===== config.mk =====
export PLATFORM = sky130hd
export DESIGN_NAME = fdc_param
export DESIGN_NICKNAME = d
export VERILOG_FILES = /design/src/core/fdc_param_pkg.sv /design/src/core/fdc_param.sv
export VERILOG_INCLUDE_DIRS = /design/src /design/src/core
export SDC_FILE = /design/constraint.sdc
export NUM_CORES = 1
export LEC_CHECK = 0
export BUFFER_PORTS_ARGS = -buffer_cell sky130_fd_sc_hd__buf_2
export CAP_MARGIN = 10
export CORE_ASPECT_RATIO = 1.2
export CORE_UTILIZATION = 50
export CTS_CLUSTER_SIZE = 12
export DETAILED_ROUTE_END_ITERATION = 6
export PLACE_DENSITY_LB_ADDON = 0.12
export SYNTH_ARGS = -nofsm -noshare
export SYNTH_HDL_FRONTEND = slang
export SYNTH_SLANG_ARGS = --single-unit

===== constraint.sdc =====
create_clock -name mclk -period 11.8 [get_ports mclk]
set_input_delay 2.36 -clock mclk [delete_from_list [all_inputs] [get_ports mclk]]
set_output_delay 2.36 -clock mclk [all_outputs]
set_load 0.05 [all_outputs]

===== src/core/fdc_param_cfg.svh =====
`ifndef FDC_PARAM_CFG_SVH
`define FDC_PARAM_CFG_SVH

// register byte addresses
`define ADDR_CTRL     8'h00
`define ADDR_CMD      8'h04
`define ADDR_LEN      8'h08
`define ADDR_SEEK     8'h0C
`define ADDR_PERP     8'h10
`define ADDR_PRECOMP  8'h14
`define ADDR_STATUS   8'h18
`define ADDR_RESULT   8'h1C
`define ADDR_GO       8'h20
`define ADDR_ACK      8'h24

// ctrl fields
`define CTRL_APD      0
`define CTRL_MINDLY   1
`define CTRL_OSC      2
`define CTRL_POLL     3
`define CTRL_WRITE_ENABLE_TIMING_CTL    4
`define CTRL_PTS_LSB  8
`define CTRL_PC_LSB   12
`define CTRL_SRST     31

// command fields
`define CMD_OP_LSB    0
`define CMD_MT        4
`define CMD_SK        5
`define CMD_NRP       6
`define CMD_ND        7
`define CMD_EC        8
`define CMD_HEAD      9
`define CMD_DRV_LSB   10
`define CMD_N_LSB     12
`define CMD_SEC_LSB   16
`define CMD_EOT_LSB   24

// length, seek and perpendicular fields
`define LEN_DTL_LSB   0
`define LEN_SC_LSB    8
`define SEEK_RCN_LSB  0
`define SEEK_DIR      8
`define SEEK_SRT_LSB  12
`define PERP_D_LSB    0
`define PERP_OW       7

// reset values
`define CTRL_RST      32'h0000_0000
`define CMD_RST       32'h0000_0000
`define LEN_RST       32'h0000_FF00
`define SEEK_RST      32'h0000_0000
`define PRECOMP_START_TRACK_RST    8'h00

// sizes and encodings
`define BASE_BYTES    15'h0080
`define FIRST_SECTOR  8'h01
`define RESULT_LAST   2'h3
`define ST0_SEEK_END  5

// timing, in ns
`define CLK_NS        8
`define PWRUP_SHORT_NS 10000000
`define PWRUP_LONG_NS  500000000
`define STEP_UNIT_NS  500000

`endif


===== src/core/fdc_param_pkg.sv =====
package fdc_param_pkg;

  typedef enum logic [2:0] {
    OP_READ,
    OP_READ_DEL,
    OP_WRITE,
    OP_FORMAT,
    OP_VERIFY,
    OP_SEEK_REL,
    OP_SENSE,
    OP_NOP
  } op_t;

  typedef enum logic [3:0] {
    ST_IDLE,
    ST_WAKE,
    ST_DISPATCH,
    ST_SECTOR,
    ST_BYTE,
    ST_BYTE_GAP,
    ST_NEXT,
    ST_STEP,
    ST_STEP_GAP,
    ST_FINISH,
    ST_RESULT
  } state_t;

  typedef struct packed {
    op_t        op;
    logic       multi_track;
    logic       deleted_mark_bypass;
    logic       skip_result_phase;
    logic       host_transfer_mode;
    logic       verify_by_count;
    logic       head;
    logic [1:0] drive;
    logic [2:0] size_code;
    logic [7:0] start_sector;
    logic [7:0] last_sector;
    logic [7:0] short_sector_length;
    logic [7:0] sector_count;
    logic [7:0] relative_step_count;
    logic       step_in;
    logic [3:0] step_interval;
  } cmd_t;

endpackage


===== src/core/fdc_param.sv =====
`timescale 1ns/1ns
`include "fdc_param_cfg.svh"
module fdc_param #(
  parameter int unsigned PWRUP_SHORT_CYC = `PWRUP_SHORT_NS / `CLK_NS,
  parameter int unsigned PWRUP_LONG_CYC  = `PWRUP_LONG_NS / `CLK_NS,
  parameter int unsigned STEP_UNIT_CYC   = `STEP_UNIT_NS / `CLK_NS
) (
  input  wire logic        mclk,
  input  wire logic        arst_n,
  input  wire logic [7:0]  paddr,
  input  wire logic        psel,
  input  wire logic        penable,
  input  wire logic        pwrite,
  input  wire logic [31:0] pwdata,
  output logic      [31:0] prdata,
  output logic             pready,
  output logic             pslverr,
  input  wire logic        dack_n,
  input  wire logic        sector_deleted,
  output logic             drq,
  output logic             host_int,
  output logic             step,
  output logic             step_in,
  output logic             write_gate,
  output logic             pre_erase,
  output logic             precomp_active,
  output logic      [2:0]  precomp_sel,
  output logic             osc_enable,
  output logic             poll_enable,
  output logic             powered_down,
  output logic             head_sel
);

  ////////////////////////////////////////////////////////////////////////
  // registers and state

  logic [31:0]                 ctrl;
  logic [31:0]                 cmd_reg;
  logic [31:0]                 len_reg;
  logic [31:0]                 seek_reg;
  logic [1:0]                  perp_drives;
  logic [7:0]                  precomp_start_track;
  fdc_param_pkg::cmd_t         cmd;
  fdc_param_pkg::state_t       state;
  logic [7:0]                  head_cylinder_now;
  logic [7:0]                  sector_now;
  logic                        head_now;
  logic [7:0]                  sectors_done;
  logic [14:0]                 bytes_left;
  logic [7:0]                  steps_left;
  logic [31:0]                 wait_cnt;
  logic                        seek_end;
  logic [7:0]                  result_status_set [4];
  logic [1:0]                  res_idx;
  logic                        dack_s1;
  logic                        dack_s2;
  logic                        del_s1;
  logic                        del_s2;

  ////////////////////////////////////////////////////////////////////////
  // apb decode

  function automatic logic mapped(input logic [7:0] a);
    case (a)
      `ADDR_CTRL, `ADDR_CMD, `ADDR_LEN, `ADDR_SEEK, `ADDR_PERP,
      `ADDR_PRECOMP, `ADDR_STATUS, `ADDR_RESULT, `ADDR_GO,
      `ADDR_ACK: mapped = 1'b1;
      default:   mapped = 1'b0;
    endcase
  endfunction

  wire access  = psel & penable;
  wire wr      = access & pwrite;
  wire setup   = psel & ~penable;
  wire wr_ctrl = wr & (paddr == `ADDR_CTRL);
  wire wr_cmd  = wr & (paddr == `ADDR_CMD);
  wire wr_len  = wr & (paddr == `ADDR_LEN);
  wire wr_seek = wr & (paddr == `ADDR_SEEK);
  wire wr_perp = wr & (paddr == `ADDR_PERP);
  wire wr_pre  = wr & (paddr == `ADDR_PRECOMP);
  wire wr_go   = wr & (paddr == `ADDR_GO);
  wire wr_ack  = wr & (paddr == `ADDR_ACK);
  wire in_res  = (state == fdc_param_pkg::ST_RESULT);
  wire rd_res  = access & ~pwrite & (paddr == `ADDR_RESULT) & in_res;
  wire soft_rst = ctrl[`CTRL_SRST];

  assign pready  = 1'b1;
  assign pslverr = access & ~mapped(paddr);

  wire [31:0] status_word = {8'h00, sector_now, head_cylinder_now,
                             res_idx, in_res, powered_down, state};
  wire [31:0] result_word = in_res ? {24'h000000, result_status_set[res_idx]}
                                   : 32'h0000_0000;

  logic [31:0] rd_mux;
  always_comb begin
    case (paddr)
      `ADDR_CTRL:    rd_mux = ctrl;
      `ADDR_CMD:     rd_mux = cmd_reg;
      `ADDR_LEN:     rd_mux = len_reg;
      `ADDR_SEEK:    rd_mux = seek_reg;
      `ADDR_PERP:    rd_mux = {30'h0000_0000, perp_drives};
      `ADDR_PRECOMP: rd_mux = {24'h000000, precomp_start_track};
      `ADDR_STATUS:  rd_mux = status_word;
      `ADDR_RESULT:  rd_mux = result_word;
      default:       rd_mux = 32'h0000_0000;
    endcase
  end

  // read data is captured in the setup cycle so it comes from a flop
  always_ff @(posedge mclk or negedge arst_n) begin
    if (!arst_n) begin
      prdata <= 32'h0000_0000;
    end else if (setup) begin
      prdata <= rd_mux;
    end
  end

  always_ff @(posedge mclk or negedge arst_n) begin
    if (!arst_n) begin
      ctrl                <= `CTRL_RST;
      cmd_reg             <= `CMD_RST;
      len_reg             <= `LEN_RST;
      seek_reg            <= `SEEK_RST;
      perp_drives         <= 2'h0;
      precomp_start_track <= `PRECOMP_START_TRACK_RST;
    end else begin
      if (wr_ctrl) ctrl <= pwdata;
      else if (soft_rst) ctrl[`CTRL_SRST] <= 1'b0;
      if (wr_cmd) cmd_reg <= pwdata;
      if (wr_len) len_reg <= pwdata;
      if (wr_seek) seek_reg <= pwdata;
      if (wr_perp && pwdata[`PERP_OW]) perp_drives <= pwdata[`PERP_D_LSB +: 2];
      if (wr_pre) precomp_start_track <= pwdata[7:0];
    end
  end

  ////////////////////////////////////////////////////////////////////////
  // pin synchronisers

  always_ff @(posedge mclk or negedge arst_n) begin
    if (!arst_n) begin
      dack_s1 <= 1'b1;
      dack_s2 <= 1'b1;
      del_s1  <= 1'b0;
      del_s2  <= 1'b0;
    end else begin
      dack_s1 <= dack_n;
      dack_s2 <= dack_s1;
      del_s1  <= sector_deleted;
      del_s2  <= del_s1;
    end
  end

  ////////////////////////////////////////////////////////////////////////
  // command decode

  wire fdc_param_pkg::cmd_t new_cmd = '{
    op:                  fdc_param_pkg::op_t'(cmd_reg[`CMD_OP_LSB +: 3]),
    multi_track:         cmd_reg[`CMD_MT],
    deleted_mark_bypass: cmd_reg[`CMD_SK],
    skip_result_phase:   cmd_reg[`CMD_NRP],
    host_transfer_mode:  cmd_reg[`CMD_ND],
    verify_by_count:     cmd_reg[`CMD_EC],
    head:                cmd_reg[`CMD_HEAD],
    drive:               cmd_reg[`CMD_DRV_LSB +: 2],
    size_code:           cmd_reg[`CMD_N_LSB +: 3],
    start_sector:        cmd_reg[`CMD_SEC_LSB +: 8],
    last_sector:         cmd_reg[`CMD_EOT_LSB +: 8],
    short_sector_length: len_reg[`LEN_DTL_LSB +: 8],
    sector_count:        len_reg[`LEN_SC_LSB +: 8],
    relative_step_count: seek_reg[`SEEK_RCN_LSB +: 8],
    step_in:             seek_reg[`SEEK_DIR],
    step_interval:       seek_reg[`SEEK_SRT_LSB +: 4]
  };

  // a size code of zero means the short length governs, not 128
  wire [14:0] sector_bytes = (cmd.size_code == 3'h0)
                             ? {7'h00, cmd.short_sector_length}
                             : (`BASE_BYTES << cmd.size_code);

  wire is_read_data = (cmd.op == fdc_param_pkg::OP_READ);
  wire is_read_del  = (cmd.op == fdc_param_pkg::OP_READ_DEL);
  wire is_write     = (cmd.op == fdc_param_pkg::OP_WRITE) |
                      (cmd.op == fdc_param_pkg::OP_FORMAT);
  wire skip_sector  = cmd.deleted_mark_bypass &
                      ((is_read_data & del_s2) |
                       (is_read_del & ~del_s2));
  wire count_mode   = (cmd.op == fdc_param_pkg::OP_FORMAT) |
                      ((cmd.op == fdc_param_pkg::OP_VERIFY) & cmd.verify_by_count);
  wire last_sect    = count_mode ? (sectors_done + 8'h01 == cmd.sector_count)
                                 : (sector_now == cmd.last_sector);
  wire to_head1     = cmd.multi_track & ~head_now & ~count_mode;
  wire byte_ack     = cmd.host_transfer_mode ? wr_ack : ~dack_s2;
  wire apd_on       = ctrl[`CTRL_APD];
  wire [31:0] pwrup_cyc = ctrl[`CTRL_MINDLY] ? PWRUP_LONG_CYC : PWRUP_SHORT_CYC;
  wire [31:0] step_cyc  = STEP_UNIT_CYC * ({28'h000_0000, cmd.step_interval} + 32'h1);

  ////////////////////////////////////////////////////////////////////////
  // execution sequencer

  always_ff @(posedge mclk or negedge arst_n) begin
    if (!arst_n) begin
      state             <= fdc_param_pkg::ST_IDLE;
      cmd               <= '0;
      head_cylinder_now <= 8'h00;
      sector_now        <= 8'h00;
      head_now          <= 1'b0;
      sectors_done      <= 8'h00;
      bytes_left        <= 15'h0000;
      steps_left        <= 8'h00;
      wait_cnt          <= 32'h0000_0000;
      seek_end          <= 1'b0;
      res_idx           <= 2'h0;
      powered_down      <= 1'b0;
      step              <= 1'b0;
      for (int i = 0; i < 4; i++) result_status_set[i] <= 8'h00;
    end else if (soft_rst) begin
      state        <= fdc_param_pkg::ST_IDLE;
      res_idx      <= 2'h0;
      powered_down <= 1'b0;
      step         <= 1'b0;
    end else begin
      step <= 1'b0;
      case (state)
        fdc_param_pkg::ST_IDLE: begin
          powered_down <= apd_on & ~wr_go;
          if (wr_go) begin
            cmd      <= new_cmd;
            seek_end <= 1'b0;
            wait_cnt <= 32'h0000_0000;
            state    <= (powered_down & apd_on) ? fdc_param_pkg::ST_WAKE
                                                : fdc_param_pkg::ST_DISPATCH;
          end
        end
        fdc_param_pkg::ST_WAKE: begin
          wait_cnt <= wait_cnt + 32'h1;
          if (wait_cnt + 32'h1 >= pwrup_cyc) state <= fdc_param_pkg::ST_DISPATCH;
        end
        fdc_param_pkg::ST_DISPATCH: begin
          sector_now   <= cmd.start_sector;
          head_now     <= cmd.head;
          sectors_done <= 8'h00;
          steps_left   <= cmd.relative_step_count;
          case (cmd.op)
            fdc_param_pkg::OP_SEEK_REL: state <= fdc_param_pkg::ST_STEP;
            fdc_param_pkg::OP_SENSE:    state <= fdc_param_pkg::ST_FINISH;
            fdc_param_pkg::OP_NOP:      state <= fdc_param_pkg::ST_IDLE;
            default:                    state <= fdc_param_pkg::ST_SECTOR;
          endcase
        end
        fdc_param_pkg::ST_SECTOR: begin
          bytes_left <= sector_bytes;
          if (skip_sector || sector_bytes == 15'h0000) begin
            state <= fdc_param_pkg::ST_NEXT;
          end else begin
            state <= fdc_param_pkg::ST_BYTE;
          end
        end
        fdc_param_pkg::ST_BYTE: begin
          if (byte_ack) begin
            bytes_left <= bytes_left - 15'h0001;
            state      <= fdc_param_pkg::ST_BYTE_GAP;
          end
        end
        fdc_param_pkg::ST_BYTE_GAP: begin
          // one acknowledge counts one byte even if held for many cycles
          if (cmd.host_transfer_mode || dack_s2) begin
            state <= (bytes_left == 15'h0000) ? fdc_param_pkg::ST_NEXT
                                              : fdc_param_pkg::ST_BYTE;
          end
        end
        fdc_param_pkg::ST_NEXT: begin
          sectors_done <= sectors_done + 8'h01;
          if (!last_sect) begin
            sector_now <= sector_now + 8'h01;
            state      <= fdc_param_pkg::ST_SECTOR;
          end else if (to_head1) begin
            head_now   <= 1'b1;
            sector_now <= `FIRST_SECTOR;
            state      <= fdc_param_pkg::ST_SECTOR;
          end else begin
            state <= fdc_param_pkg::ST_FINISH;
          end
        end
        fdc_param_pkg::ST_STEP: begin
          if (steps_left == 8'h00) begin
            seek_end <= 1'b1;
            state    <= fdc_param_pkg::ST_FINISH;
          end else begin
            step              <= 1'b1;
            steps_left        <= steps_left - 8'h01;
            // offset is relative to where the head sits now
            head_cylinder_now <= cmd.step_in ? head_cylinder_now + 8'h01
                                             : head_cylinder_now - 8'h01;
            wait_cnt          <= 32'h0000_0000;
            state             <= fdc_param_pkg::ST_STEP_GAP;
          end
        end
        fdc_param_pkg::ST_STEP_GAP: begin
          wait_cnt <= wait_cnt + 32'h1;
          if (wait_cnt + 32'h1 >= step_cyc) state <= fdc_param_pkg::ST_STEP;
        end
        fdc_param_pkg::ST_FINISH: begin
          result_status_set[0] <= {2'b00, seek_end, 2'b00, head_now, cmd.drive};
          result_status_set[1] <= 8'h00;
          result_status_set[2] <= 8'h00;
          result_status_set[3] <= head_cylinder_now;
          res_idx              <= 2'h0;
          state <= cmd.skip_result_phase ? fdc_param_pkg::ST_IDLE
                                         : fdc_param_pkg::ST_RESULT;
        end
        fdc_param_pkg::ST_RESULT: begin
          if (rd_res) begin
            res_idx <= res_idx + 2'h1;
            if (res_idx == `RESULT_LAST) state <= fdc_param_pkg::ST_IDLE;
          end
        end
        default: state <= fdc_param_pkg::ST_IDLE;
      endcase
    end
  end

  ////////////////////////////////////////////////////////////////////////
  // drive side outputs

  wire in_byte   = (state == fdc_param_pkg::ST_BYTE);
  wire xfer_busy = (state == fdc_param_pkg::ST_SECTOR) | in_byte |
                   (state == fdc_param_pkg::ST_BYTE_GAP) |
                   (state == fdc_param_pkg::ST_NEXT);
  wire perp_sel  = ~cmd.drive[1] & perp_drives[cmd.drive[0]];
  wire [3:0] precomp_bypass = ctrl[`CTRL_PTS_LSB +: 4];

  assign drq      = in_byte & ~cmd.host_transfer_mode;
  assign host_int = in_byte & cmd.host_transfer_mode;

  // level outputs are registered so drive pins never glitch on decode
  always_ff @(posedge mclk or negedge arst_n) begin
    if (!arst_n) begin
      step_in        <= 1'b0;
      write_gate     <= 1'b0;
      pre_erase      <= 1'b0;
      precomp_active <= 1'b0;
      precomp_sel    <= 3'h0;
      osc_enable     <= 1'b1;
      poll_enable    <= 1'b1;
      head_sel       <= 1'b0;
    end else begin
      step_in        <= cmd.step_in;
      write_gate     <= xfer_busy & is_write;
      // pre-erase heads need the gate opened ahead of the data field
      pre_erase      <= ctrl[`CTRL_WRITE_ENABLE_TIMING_CTL] & perp_sel & xfer_busy & is_write;
      precomp_active <= ~precomp_bypass[cmd.drive] &
                        (head_cylinder_now >= precomp_start_track);
      precomp_sel    <= precomp_bypass[cmd.drive] ? 3'h0 : ctrl[`CTRL_PC_LSB +: 3];
      osc_enable     <= ~ctrl[`CTRL_OSC];
      poll_enable    <= ~ctrl[`CTRL_POLL];
      head_sel       <= head_now;
    end
  end

endmodule


; ---- Yosys cells after proc, flatten, opt, wreduce, memory -nomap -nowiden
; Cells that the tools add are included.
[op_classes]
add_sub_neg = 9
n_mul = 1
order_cmp = 6
n_eq_ne = 43
n_shift = 1
mux = 59
bitwise_logic = 53
reduce_logical = 31
[op_table]
columns = op, count
row1 = $pmux W32 S8, 1
row2 = $pmux W32 S3, 1
row3 = $mux W32, 2
row4 = $mux W8, 7
row5 = $pmux W8 S2, 3
row6 = $mux W4, 11
row7 = $pmux W4 S11, 1
row8 = $add A32 B1 Y32 const B, 1
row9 = $eq A8 B5 Y1 const B, 4
row10 = $ge A32 B21 Y1, 1
row11 = $ge A32 B26 Y1, 1
row12 = $and A1 B1 Y1, 31
row13 = $logic_not A15 Y1, 2
row14 = $mux W15, 2
row15 = $pmux W15 S2, 1
row16 = $mux W26, 1
row17 = $add A8 B1 Y8 const B, 3
row18 = $mul A14 B5 Y19 const A, 1
row19 = $ne A3 B3 Y1 const B, 6
row20 = $mux W1, 17
row21 = $bmux W8 S2, 1
row22 = $eq A4 B3 Y1 const B, 4
row23 = $eq A8 B4 Y1 const B, 2
row24 = $eq A8 B6 Y1 const B, 2
row25 = 42 further kinds, 97
[word_totals]
ff_bits = 344
output_inout_bits = 48
elab_cells = 253

; ---- Longest topological paths before layout
; Gate-level depths: netlist of run 1.
[logic_depth]
word_depth = 9
ltp_mapped = 23
ltp_nobuf = 23

; ---- Least setup slack after synthesis of run 1
; OpenSTA, ideal clock, no wires.
[synth_path]
path_type = input -> output
startpoint = input port paddr[7]
endpoint = output port pslverr
t_arrival_ps = 3292
path_slack_ps = 6148
stages = 2
path_cell_list = nor2_1 -> a31oi_1
[synth_via]
elab_chain_len = 5
elab_cells_between_ends = 14
cone_classes = eq/ne (9) / mux (1) / bitwise (2) / reduce/logical (2)
[synth_lines]
columns = item, line
row1 = from (decl), fdc_param.sv:10  ; input wire logic [7:0] paddr,
row2 = $eq A8 B3 Y1 (tied with other cells), fdc_param.sv:64  ; case (a)
row3 = $reduce_or A10 Y1 (*), fdc_param.sv:64
row4 = $mux W1 (*), fdc_param.sv:64
row5 = $not A1 Y1 (*), fdc_param.sv:88  ; assign pslverr = access & ~mapped(paddr);
row6 = $and A1 B1 Y1 (*), fdc_param.sv:88
row7 = to (decl), fdc_param.sv:17  ; output logic pslverr,
; Every way passes the cells marked *; elsewhere a longest branch is shown, timed or not.

; ---- Worst setup path in the final report of run 1
[layout_path]
startpoint = register cmd[0] (netlist bit)
endpoint = register state[0]
[layout_via]
elab_chain_len = 5
[layout_lines]
columns = item, line
row1 = from (decl), fdc_param.sv:43  ; fdc_param_pkg::cmd_t cmd;
row2 = from (signal assigned), fdc_param.sv:229  ; cmd <= new_cmd;
row3 = $add A4 B1 Y5, fdc_param.sv:197  ; wire [31:0] step_cyc = STEP_UNIT_CYC * ({28'h000_0000, cmd.step_interval} + 32'h1);
row4 = $mul A14 B5 Y19, fdc_param.sv:197
row5 = $ge A32 B21 Y1, fdc_param.sv:302  ; if (wait_cnt + 32'h1 >= step_cyc) state <= fdc_param_pkg::ST_STEP;
row6 = $ne A3 B3 Y1 (no source line), --
row7 = $reduce_and A7 Y1 (no source line), --
row8 = to (signal assigned), fdc_param.sv:204  ; state <= fdc_param_pkg::ST_IDLE;
row9 = to (signal assigned), fdc_param.sv:302
row10 = to (signal assigned), fdc_param.sv:310  ; state <= cmd.skip_result_phase ? fdc_param_pkg::ST_IDLE
row11 = to (decl), fdc_param.sv:44  ; fdc_param_pkg::state_t state;
; Every way passes these cells.
; A chain may end at the register's enable or synchronous reset.

==> out/metrics.yaml, run 1 <==
final_layout:
  antenna_cells: 0
  final-seq-area_sq_um: 8620
  nNetsFinal: 1874
  multi_input_gate_area_in_the_final_layout_sq_um: 9040
  area_delta_synth_final_pct: 11.1
  fillerInstances: 3100
  largest_reg_flops: 91
  post_route_cells_drive_above_1_share_pct: 23.2
  post-route-util_pct: 56.4
critical_path:
  regToRegStartpoint: "cmd[0]$_DFFE_PN0P_"
  critPathCaptureType: "flip-flop"
  crit_path_end: "state[0]$_DFFE_PN0P_"
  critical_path.startpoint: "cmd[0]$_DFFE_PN0P_"
  timing.critical_path.cells: "ha_1, and3_1, inv_1, fa_1, inv_1, fa_1, inv_1, ha_1, ha_1, a21boi_1, o311ai_0, nand2b_1, a21oi_1, xnor2_1, ha_1, inv_1, nor4_1, nor3b_1, a2111o_1, o41a_1, o31ai_2, mux2_4"
  slowest_delay_ps: 650
  setup.worst_path.start_class: "flip-flop"
  timing.critical_path.slowest_stage_cell: "sky130_fd_sc_hd__dfrtp_1"
  worst-endpoint-arrival_ps: 6650
  critPathMaxFanout: 15
  flop_to_flop_setup_slack_ps: 5570
  r2r.worst_path.cells: 22
  rr_endpoint: "state[0]$_DFFE_PN0P_"
  criticalPathCategory: "reg -> reg"
  worstPathRequired_ps: 12230
route:
  route.detailed.drc: 0
  drt-initial-drc-count: 971
  detailroute.via_count: 13600
  detailedRoute.firstPassIterationCount: 6
  avgViaCountPerCell: 6.08
  totalWireLength_mm: 48.5
  post_drt_wl_per_cell_um: 21.7
  antenna_violating_nets_post_route: 0
power:
  pwr-share-clk_pct: 35.7
  power.ir.vdd_worst_v: 0.000104
  internal_power_mw: 2.12
  power_frac_seq_pct: 44.1
  switchingPower_uw: 989
  power.switching_fraction_pct: 31.9
  power.static_leakage_nw: 9.78
  pwr-share-comb_pct: 20.3
  power_density_nw_per_um2: 154
clocking:
  cts.clk_slew.worst_paths_ps: 60
  cts_resized: 0
  postCtsSetupRepairBufs: 0
  cts-root-buf: "sky130_fd_sc_hd__clkbuf_16"
  clock_tree.buffer_depth: 3
  worst_skew_pair.late_latency_ps: 540
  cts_tree: "built"
  numCtsBuffers: 37
  clock_sink_count: 344
  cts_max_level: 2
  hold_fix_buffers_cts: 0
logic_synthesis:
  yosys.cell_count.top_type: "sky130_fd_sc_hd__dfrtp_1"
  syn_inst: 1674
  edff_count_synth: 0
  yosysTopAreaCellShare_pct: 45.7
  yosys.area.top_type: "sky130_fd_sc_hd__dfrtp_1"
  postSynth.topFlopCell: "sky130_fd_sc_hd__dfrtp_1"
  yosys_warnings: 0
  synthTopCellsByArea: "sky130_fd_sc_hd__dfrtp_1 46%, sky130_fd_sc_hd__mux2_2 13%, sky130_fd_sc_hd__ha_1 5.5%, sky130_fd_sc_hd__a21oi_1 2.6%, sky130_fd_sc_hd__o21ai_0 2.6%"
  synth-seq-cells: 344
  synth_cell_types: 82
  netlist_area_sq_um: 18200
  async_flop_share_pct: 100
  postSynthNetCount: 1808
  synth_area_per_cell_sq_um: 10.9
  synth_sequential_area_ratio_pct: 47.4
  synth_top_cells_by_count: "332 x sky130_fd_sc_hd__dfrtp_1, 209 x sky130_fd_sc_hd__mux2_2, 107 x sky130_fd_sc_hd__nand2_1"
grt:
  overflow: 0
  antenna_violations_before_repair: 4
  largest_net_degree_at_the_start_of_global_routing: 141
  first_global_vias: 13200
  grt_usage_pct: 26.6
  wire_length_of_the_first_global_routing_pass_mm: 76.5
sta:
  final_min_period_over_clock_period_pct: 52.8
  worst_clock_skew_ps: 11.4
  setup-violations-final: 0
  min_period_ps: 6230
  hold_violations: 0
  hold_slack_final_ps: 350
  max_slew_violations: 0
  unrepaired_setup_endpoints_after_global_routing: "false"
  slew_headroom_pct: 20.3
  fmax_ghz: 0.161
  setup_total_negative_slack_ps: 0
  measured_slew_at_the_worst_slew_check_pin_ps: 1190
floorplan:
  starting_density_of_the_core_pct: 50.8
  io-pin-count: 95
  fp.dieW_um: 176
  placementRows: 76
  die_height_um: 211
  floorplan.die_area_sq_um: 37200
  core_area_sq_um: 35800
placed_design:
  numPortBuffers: 93
  place.gp.congestion: 0.865
  dp_hpwl_mm: 33.0
worst_hold_path:
  holdCritPathClass: "reg -> reg"
outcome:
  run_status: "finished, final reports clean"
run:
  maxCapViolCount: 0
[worst max-delay path: cells and delay by family (launching register included)]
family | cells | cell delay, ps
fa+ha+maj | 6 | 2270
xor+xnor | 1 | 140
buf+inv | 4 | 350
mux | 1 | 340
flops | 1 | 650
compound gates | 6 | 1690
simple gates | 4 | 680
[how the worst min path moves through the flow]
stage	from	endpoint	cells past startpoint	slack, ps
after floorplan	del_s1$_DFF_PN0_	del_s2$_DFF_PN0_	0	330
after global placement	del_s1$_DFF_PN0_	del_s2$_DFF_PN0_	0	340
after detailed placement	del_s1$_DFF_PN0_	del_s2$_DFF_PN0_	0	340
after CTS	del_s1$_DFF_PN0_	del_s2$_DFF_PN0_	0	350
after global routing	del_s1$_DFF_PN0_	del_s2$_DFF_PN0_	0	360
final	del_s1$_DFF_PN0_	del_s2$_DFF_PN0_	0	350
[per-layer routing]
layer	routed length, um	share of wire, %	track usage [%]	up-vias
li1	-	-	-	6290
met1	21800	45	36.6	6866
met2	23300	48	43.8	342
met3	2250	4.6	3.92	83
met4	1150	2.4	7.38	4
met5	23	0.047	0	-
[cells in the final DEF, fill, tap and decap left out, types with 18 or more instances in the layout]
cell type / synthesis / routed
sky130_fd_sc_hd__a21oi_1: 95 / 95
sky130_fd_sc_hd__dfrtp_1: 332 / 332
sky130_fd_sc_hd__inv_1: 59 / 59
sky130_fd_sc_hd__ha_1: 80 / 80
sky130_fd_sc_hd__a22oi_1: 40 / 40
sky130_fd_sc_hd__o21ai_0: 94 / 94
sky130_fd_sc_hd__xnor2_1: 44 / 44
sky130_fd_sc_hd__a222oi_1: 19 / 19
sky130_fd_sc_hd__clkbuf_16: 0 / 38
sky130_fd_sc_hd__a21o_1: 31 / 31
sky130_fd_sc_hd__clkbuf_1: 61 / 18
sky130_fd_sc_hd__xor2_1: 24 / 24
sky130_fd_sc_hd__nor2_1: 89 / 84
sky130_fd_sc_hd__nand3_1: 38 / 38
sky130_fd_sc_hd__nand2_1: 107 / 107
sky130_fd_sc_hd__mux2_2: 209 / 209
sky130_fd_sc_hd__nor3_1: 30 / 30
sky130_fd_sc_hd__a22o_1: 24 / 24
sky130_fd_sc_hd__and3_1: 23 / 23
sky130_fd_sc_hd__buf_2: 4 / 92
[stage by stage]
step	std cells	cell area [sq um]	power [mW]	setup WS [ps]
6_report	2234	20200	3.10	5570
5_1_grt	2234	20200	3.27	5200
4_1_cts	2234	20200	3.13	5580
3_5_place_dp	2169	19100	2.01	5590
3_3_place_gp	2169	19100	2.00	5670
2_1_floorplan	1674	18200	1.82	6150
[logic make-up after synthesis]
group / count (synthesis) / synth area share (%)
muxes: 215 / 13.4
buffers and inverters: 144 / 3.02
and+or+nand+nor: 403 / 11.4
DFF: 344 / 47.4
adders and majority gates: 87 / 6.27
AOI/OAI and AO/OA: 408 / 14.8
other: 1 / 0.0206
xor gates and xnor gates: 72 / 3.77
[layout make-up]
cell class | instances | share of cell area, %
flip-flops and latches | 344 | 42.6
inverters | 60 | 1.11
clock inverters | 5 | 0.266
clock buffers | 60 | 5.31
multi-input cells | 1186 | 44.7
repair buffers | 111 | 3.08
well taps | 468 | 2.90
[power groups by stage]
stage	logic, mW	registers [mW]	clock network [mW]
6_report	0.630	1.37	1.11
5_1_grt	0.706	1.38	1.18
4_1_cts	0.630	1.37	1.13
3_5_place_dp	0.626	1.39	0
3_3_place_gp	0.618	1.39	0
2_1_floorplan	0.471	1.35	0
No activity file was read; power rests on OpenSTA's default activity.
==> inputs of run 2 (changes only) <==
--- a/config.mk
+++ b/config.mk
@@ -6,6 +6,7 @@
 export SDC_FILE = /design/constraint.sdc
 export NUM_CORES = 1
 export LEC_CHECK = 0
+export ABC_AREA = 1
 export BUFFER_PORTS_ARGS = -buffer_cell sky130_fd_sc_hd__buf_2
 export CAP_MARGIN = 10
 export CORE_ASPECT_RATIO = 1.2
==> constraint.sdc (replaced) <==
create_clock -name mclk -period 6.3 [get_ports mclk]
set_input_delay 1.26 -clock mclk [delete_from_list [all_inputs] [get_ports mclk]]
set_output_delay 1.26 -clock mclk [all_outputs]
set_load 0.05 [all_outputs]
==> out/metrics.yaml, run 2 <==
power:
  power_density_nw_per_um2: 285  # was 154 nW/um^2
  power.total_mw: 5.85  # was 3.10 mW
  power.static_leakage_nw: 9.83  # was 9.78 nW
  power.ir.vdd_worst_v: 0.000236  # was 0.000104 V
grt:
  first_global_vias: 15200  # was 13.2k
  grt_usage_pct: 28.0  # was 26.6%
  largest_net_degree_at_the_start_of_global_routing: 175  # was 141
  wire_length_of_the_first_global_routing_pass_mm: 81.8  # was 76.5 mm
  antenna_violations_before_repair: 1  # was 4
  overflow: 0  # unchanged
logic_synthesis:
  synth_top_cells_by_count: "581 x sky130_fd_sc_hd__nand2_1, 332 x sky130_fd_sc_hd__dfrtp_1, 319 x sky130_fd_sc_hd__o21ai_0"  # was 332 x sky130_fd_sc_hd__dfrtp_1, 209 x sky130_fd_sc_hd__mux2_2, 107 x sky130_fd_sc_hd__nand2_1
  edff_count_synth: 0  # unchanged
  synth_sequential_area_ratio_pct: 46.7  # was 47.4%
  yosysTopAreaCellShare_pct: 45.0  # was 45.7%
  synth_area_per_cell_sq_um: 8.09  # was 10.9 sq um
  syn_inst: 2283  # was 1674
  async_flop_share_pct: 100  # unchanged
  postSynth.topFlopCell: "sky130_fd_sc_hd__dfrtp_1"  # unchanged
  netlist_area_sq_um: 18500  # was 18200 sq um
  yosys_warnings: 0  # unchanged
  yosys.cell_count.top_type: "sky130_fd_sc_hd__nand2_1"  # was sky130_fd_sc_hd__dfrtp_1
  synth_cell_types: 61  # was 82
  postSynthNetCount: 2417  # was 1808
  synth-seq-cells: 344  # unchanged
  yosys.area.top_type: "sky130_fd_sc_hd__dfrtp_1"  # unchanged
  synthTopCellsByArea: "sky130_fd_sc_hd__dfrtp_1 45%, sky130_fd_sc_hd__nand2_1 12%, sky130_fd_sc_hd__o21ai_0 8.6%, sky130_fd_sc_hd__inv_1 5.9%, sky130_fd_sc_hd__ha_1 5.4%"  # was sky130_fd_sc_hd__dfrtp_1 46%, sky130_fd_sc_hd__mux2_2 13%, sky130_fd_sc_hd__ha_1 5.5%, sky130_fd_sc_hd__a21oi_1 2.6%, sky130_fd_sc_hd__o21ai_0 2.6%
sta:
  max_slew_violations: 0  # unchanged
  fmax_ghz: 0.186  # was 0.161 GHz
  worst_clock_skew_ps: 23.7  # was 11.4 ps
  setup_total_negative_slack_ps: 0  # unchanged
  slew_headroom_pct: 26.3  # was 20.3%
  hold_violations: 0  # unchanged
  measured_slew_at_the_worst_slew_check_pin_ps: 1100  # was 1190 ps
  final_min_period_over_clock_period_pct: 85.2  # was 52.8%
  setup-violations-final: 0  # unchanged
  min_period_ps: 5370  # was 6230 ps
  unrepaired_setup_endpoints_after_global_routing: "false"  # unchanged
  layout_setup_ws_ps: 934  # was 5570 ps
clocking:
  clock_sink_count: 344  # unchanged
  cts_resized: 0  # unchanged
  cts-root-buf: "sky130_fd_sc_hd__clkbuf_16"  # unchanged
  hold_fix_buffers_cts: 0  # unchanged
  postCtsSetupRepairBufs: 0  # unchanged
  clock_tree.buffer_depth: 3  # unchanged
  cts_tree: "built"  # unchanged
  cts.clk_slew.worst_paths_ps: 60  # about the same
  numCtsBuffers: 38  # was 37
  cts_max_level: 2  # unchanged
  worst_skew_pair.late_latency_ps: 550  # was 540 ps
route:
  detailroute.via_count: 15600  # was 13.6k
  drt-initial-drc-count: 1326  # was 971
  post_drt_wl_per_cell_um: 17.9  # was 21.7 um
  antenna_violating_nets_post_route: 0  # unchanged
  detailedRoute.firstPassIterationCount: 7  # was 6
  avgViaCountPerCell: 5.47  # was 6.08
  route.detailed.drc: 0  # unchanged
  totalWireLength_mm: 51.0  # was 48.5 mm
critical_path:
  critPathCaptureType: "flip-flop"  # unchanged
  cp_common_cell: "sky130_fd_sc_hd__nand2_1"
  slowest_delay_ps: 570  # was 650 ps
  worstPathRequired_ps: 6720  # was 12230 ps
  critPathMaxFanout: 12  # was 15
  cp.buffers_inverters: 3  # was 4
  timing.critical_path.slowest_stage_cell: "sky130_fd_sc_hd__dfrtp_1"  # unchanged
  critical-path-top-delay-family: "adder cells"  # unchanged
  flop_to_flop_setup_slack_ps: 930  # was 5570 ps
  criticalPathCategory: "reg -> reg"  # unchanged
  setup.worst_path.start_class: "flip-flop"  # unchanged
  worst-endpoint-arrival_ps: 5780  # was 6650 ps
floorplan:
  floorplan.die_area_sq_um: 37700  # was 37200 sq um
  fp.dieW_um: 177  # was 176 um
  placementRows: 76  # unchanged
  core_area_sq_um: 36100  # was 35800 sq um
  die_height_um: 213  # was 211 um
  io-pin-count: 95  # unchanged
  starting_density_of_the_core_pct: 51.1  # was 50.8%
final_layout:
  most_frequent_cells_in_the_layout: "580 x sky130_fd_sc_hd__nand2_1, 332 x sky130_fd_sc_hd__dfrtp_1, 319 x sky130_fd_sc_hd__o21ai_0"  # was 332 x sky130_fd_sc_hd__dfrtp_1, 209 x sky130_fd_sc_hd__mux2_2, 107 x sky130_fd_sc_hd__nand2_1
  multi_input_gate_area_in_the_final_layout_sq_um: 8420  # was 9040 sq um
  nNetsFinal: 2491  # was 1874
  largest_reg_flops: 91  # unchanged
  fillerInstances: 3444  # was 3100
  final_cell_area_sq_um: 20500  # was 20200 sq um
  post_route_cells_drive_above_1_share_pct: 10.1  # was 23.2%
  layout.cells.most_common: "sky130_fd_sc_hd__nand2_1"  # was sky130_fd_sc_hd__dfrtp_1
  final-seq-area_sq_um: 8620  # unchanged
  area_delta_synth_final_pct: 11.1  # about the same
placed_design:
  numPortBuffers: 93  # unchanged
  place.gp.congestion: 0.934  # was 0.865
  dp_hpwl_mm: 36.8  # was 33.0 mm
  dp_worst_setup_slack_ps: 958  # was 5590 ps
  postPlaceCellArea_sq_um: 19400  # was 19100 sq um
outcome:
  run_status: "finished, final reports clean"  # unchanged
run:
  maxCapViolCount: 0  # unchanged
worst_hold_path:
  holdCritPathClass: "reg -> reg"  # unchanged
==> run 2: path summary, 6_finish.rpt <==
kind,endpoint,start,depth (start not counted)
setup / recovery,state[2]$_DFFE_PN0P_,cmd[0]$_DFFE_PN0P_,27
hold / removal,dack_s2$_DFF_PN1_,dack_s1$_DFF_PN1_,0
setup reg to reg,state[2]$_DFFE_PN0P_,cmd[0]$_DFFE_PN0P_,27
hold reg to reg,dack_s2$_DFF_PN1_,dack_s1$_DFF_PN1_,0
max in group asynchronous,prdata[0]$_DFFE_PN0P_,arst_n,2
min in group asynchronous,wait_cnt[9]$_DFFE_PN0P_,arst_n,1
==> run 2: layer usage <==
metal | up-vias | track usage [%] | part of all wire [%]
li1 | 7634 | - | -
met1 | 7443 | 36.9 | 44
met2 | 407 | 47.1 | 48
met3 | 106 | 3.24 | 4.5
met4 | 2 | 10.8 | 3.6
met5 | - | 0 | 0.024
==> run 2: kinds of logic after synthesis <==
kind of cell	synth area share (%)
other	0.0203
flip-flops	46.7
AO/OA/AOI/OAI	15.1
multiplexers	0.908
buffers and inverters	7.80
AND/OR/NAND/NOR	20.7
XOR/XNOR	2.60
adder cells (fa/ha/maj)	6.18
==> run 2: worst register-to-register path, delay by kind of cell, from the launching register on <==
kind	cells	cell delay, ps
AND/OR/NAND/NOR	14	1700
AO/OA/AOI/OAI	3	500
flip-flops	1	570
adder cells (fa/ha/maj)	6	2160
buffers and inverters	3	170
XOR/XNOR	1	140
==> run 2: through the flow <==
step                instances  util, %  hold slack [ps]
finish                   2851     56.8              357
global route             2850     56.8              365
CTS                      2850     56.8              362
detailed placement       2785     53.6              343
global placement         2785     53.6              346
floorplan                2283        -              331
==> run 2: area by class of cell <==
cell class / instances / area share, %
Sequential cell: 344 / 42.0
Antenna cell: 1 / 0.0122
Clock buffer: 58 / 5.29
Tap cell: 468 / 2.85
Inverter: 299 / 5.47
Multi-Input combinational cell: 1565 / 41.0
Clock inverter: 7 / 0.323
Timing Repair Buffer: 109 / 3.02
==> run 2: power by group <==
part	total (mW)	switching (mW)	internal, mW
logic	1.23	0.840	0.392
registers	2.53	0.158	2.37
clock network	2.09	0.900	1.19
total	5.85	1.90	3.95
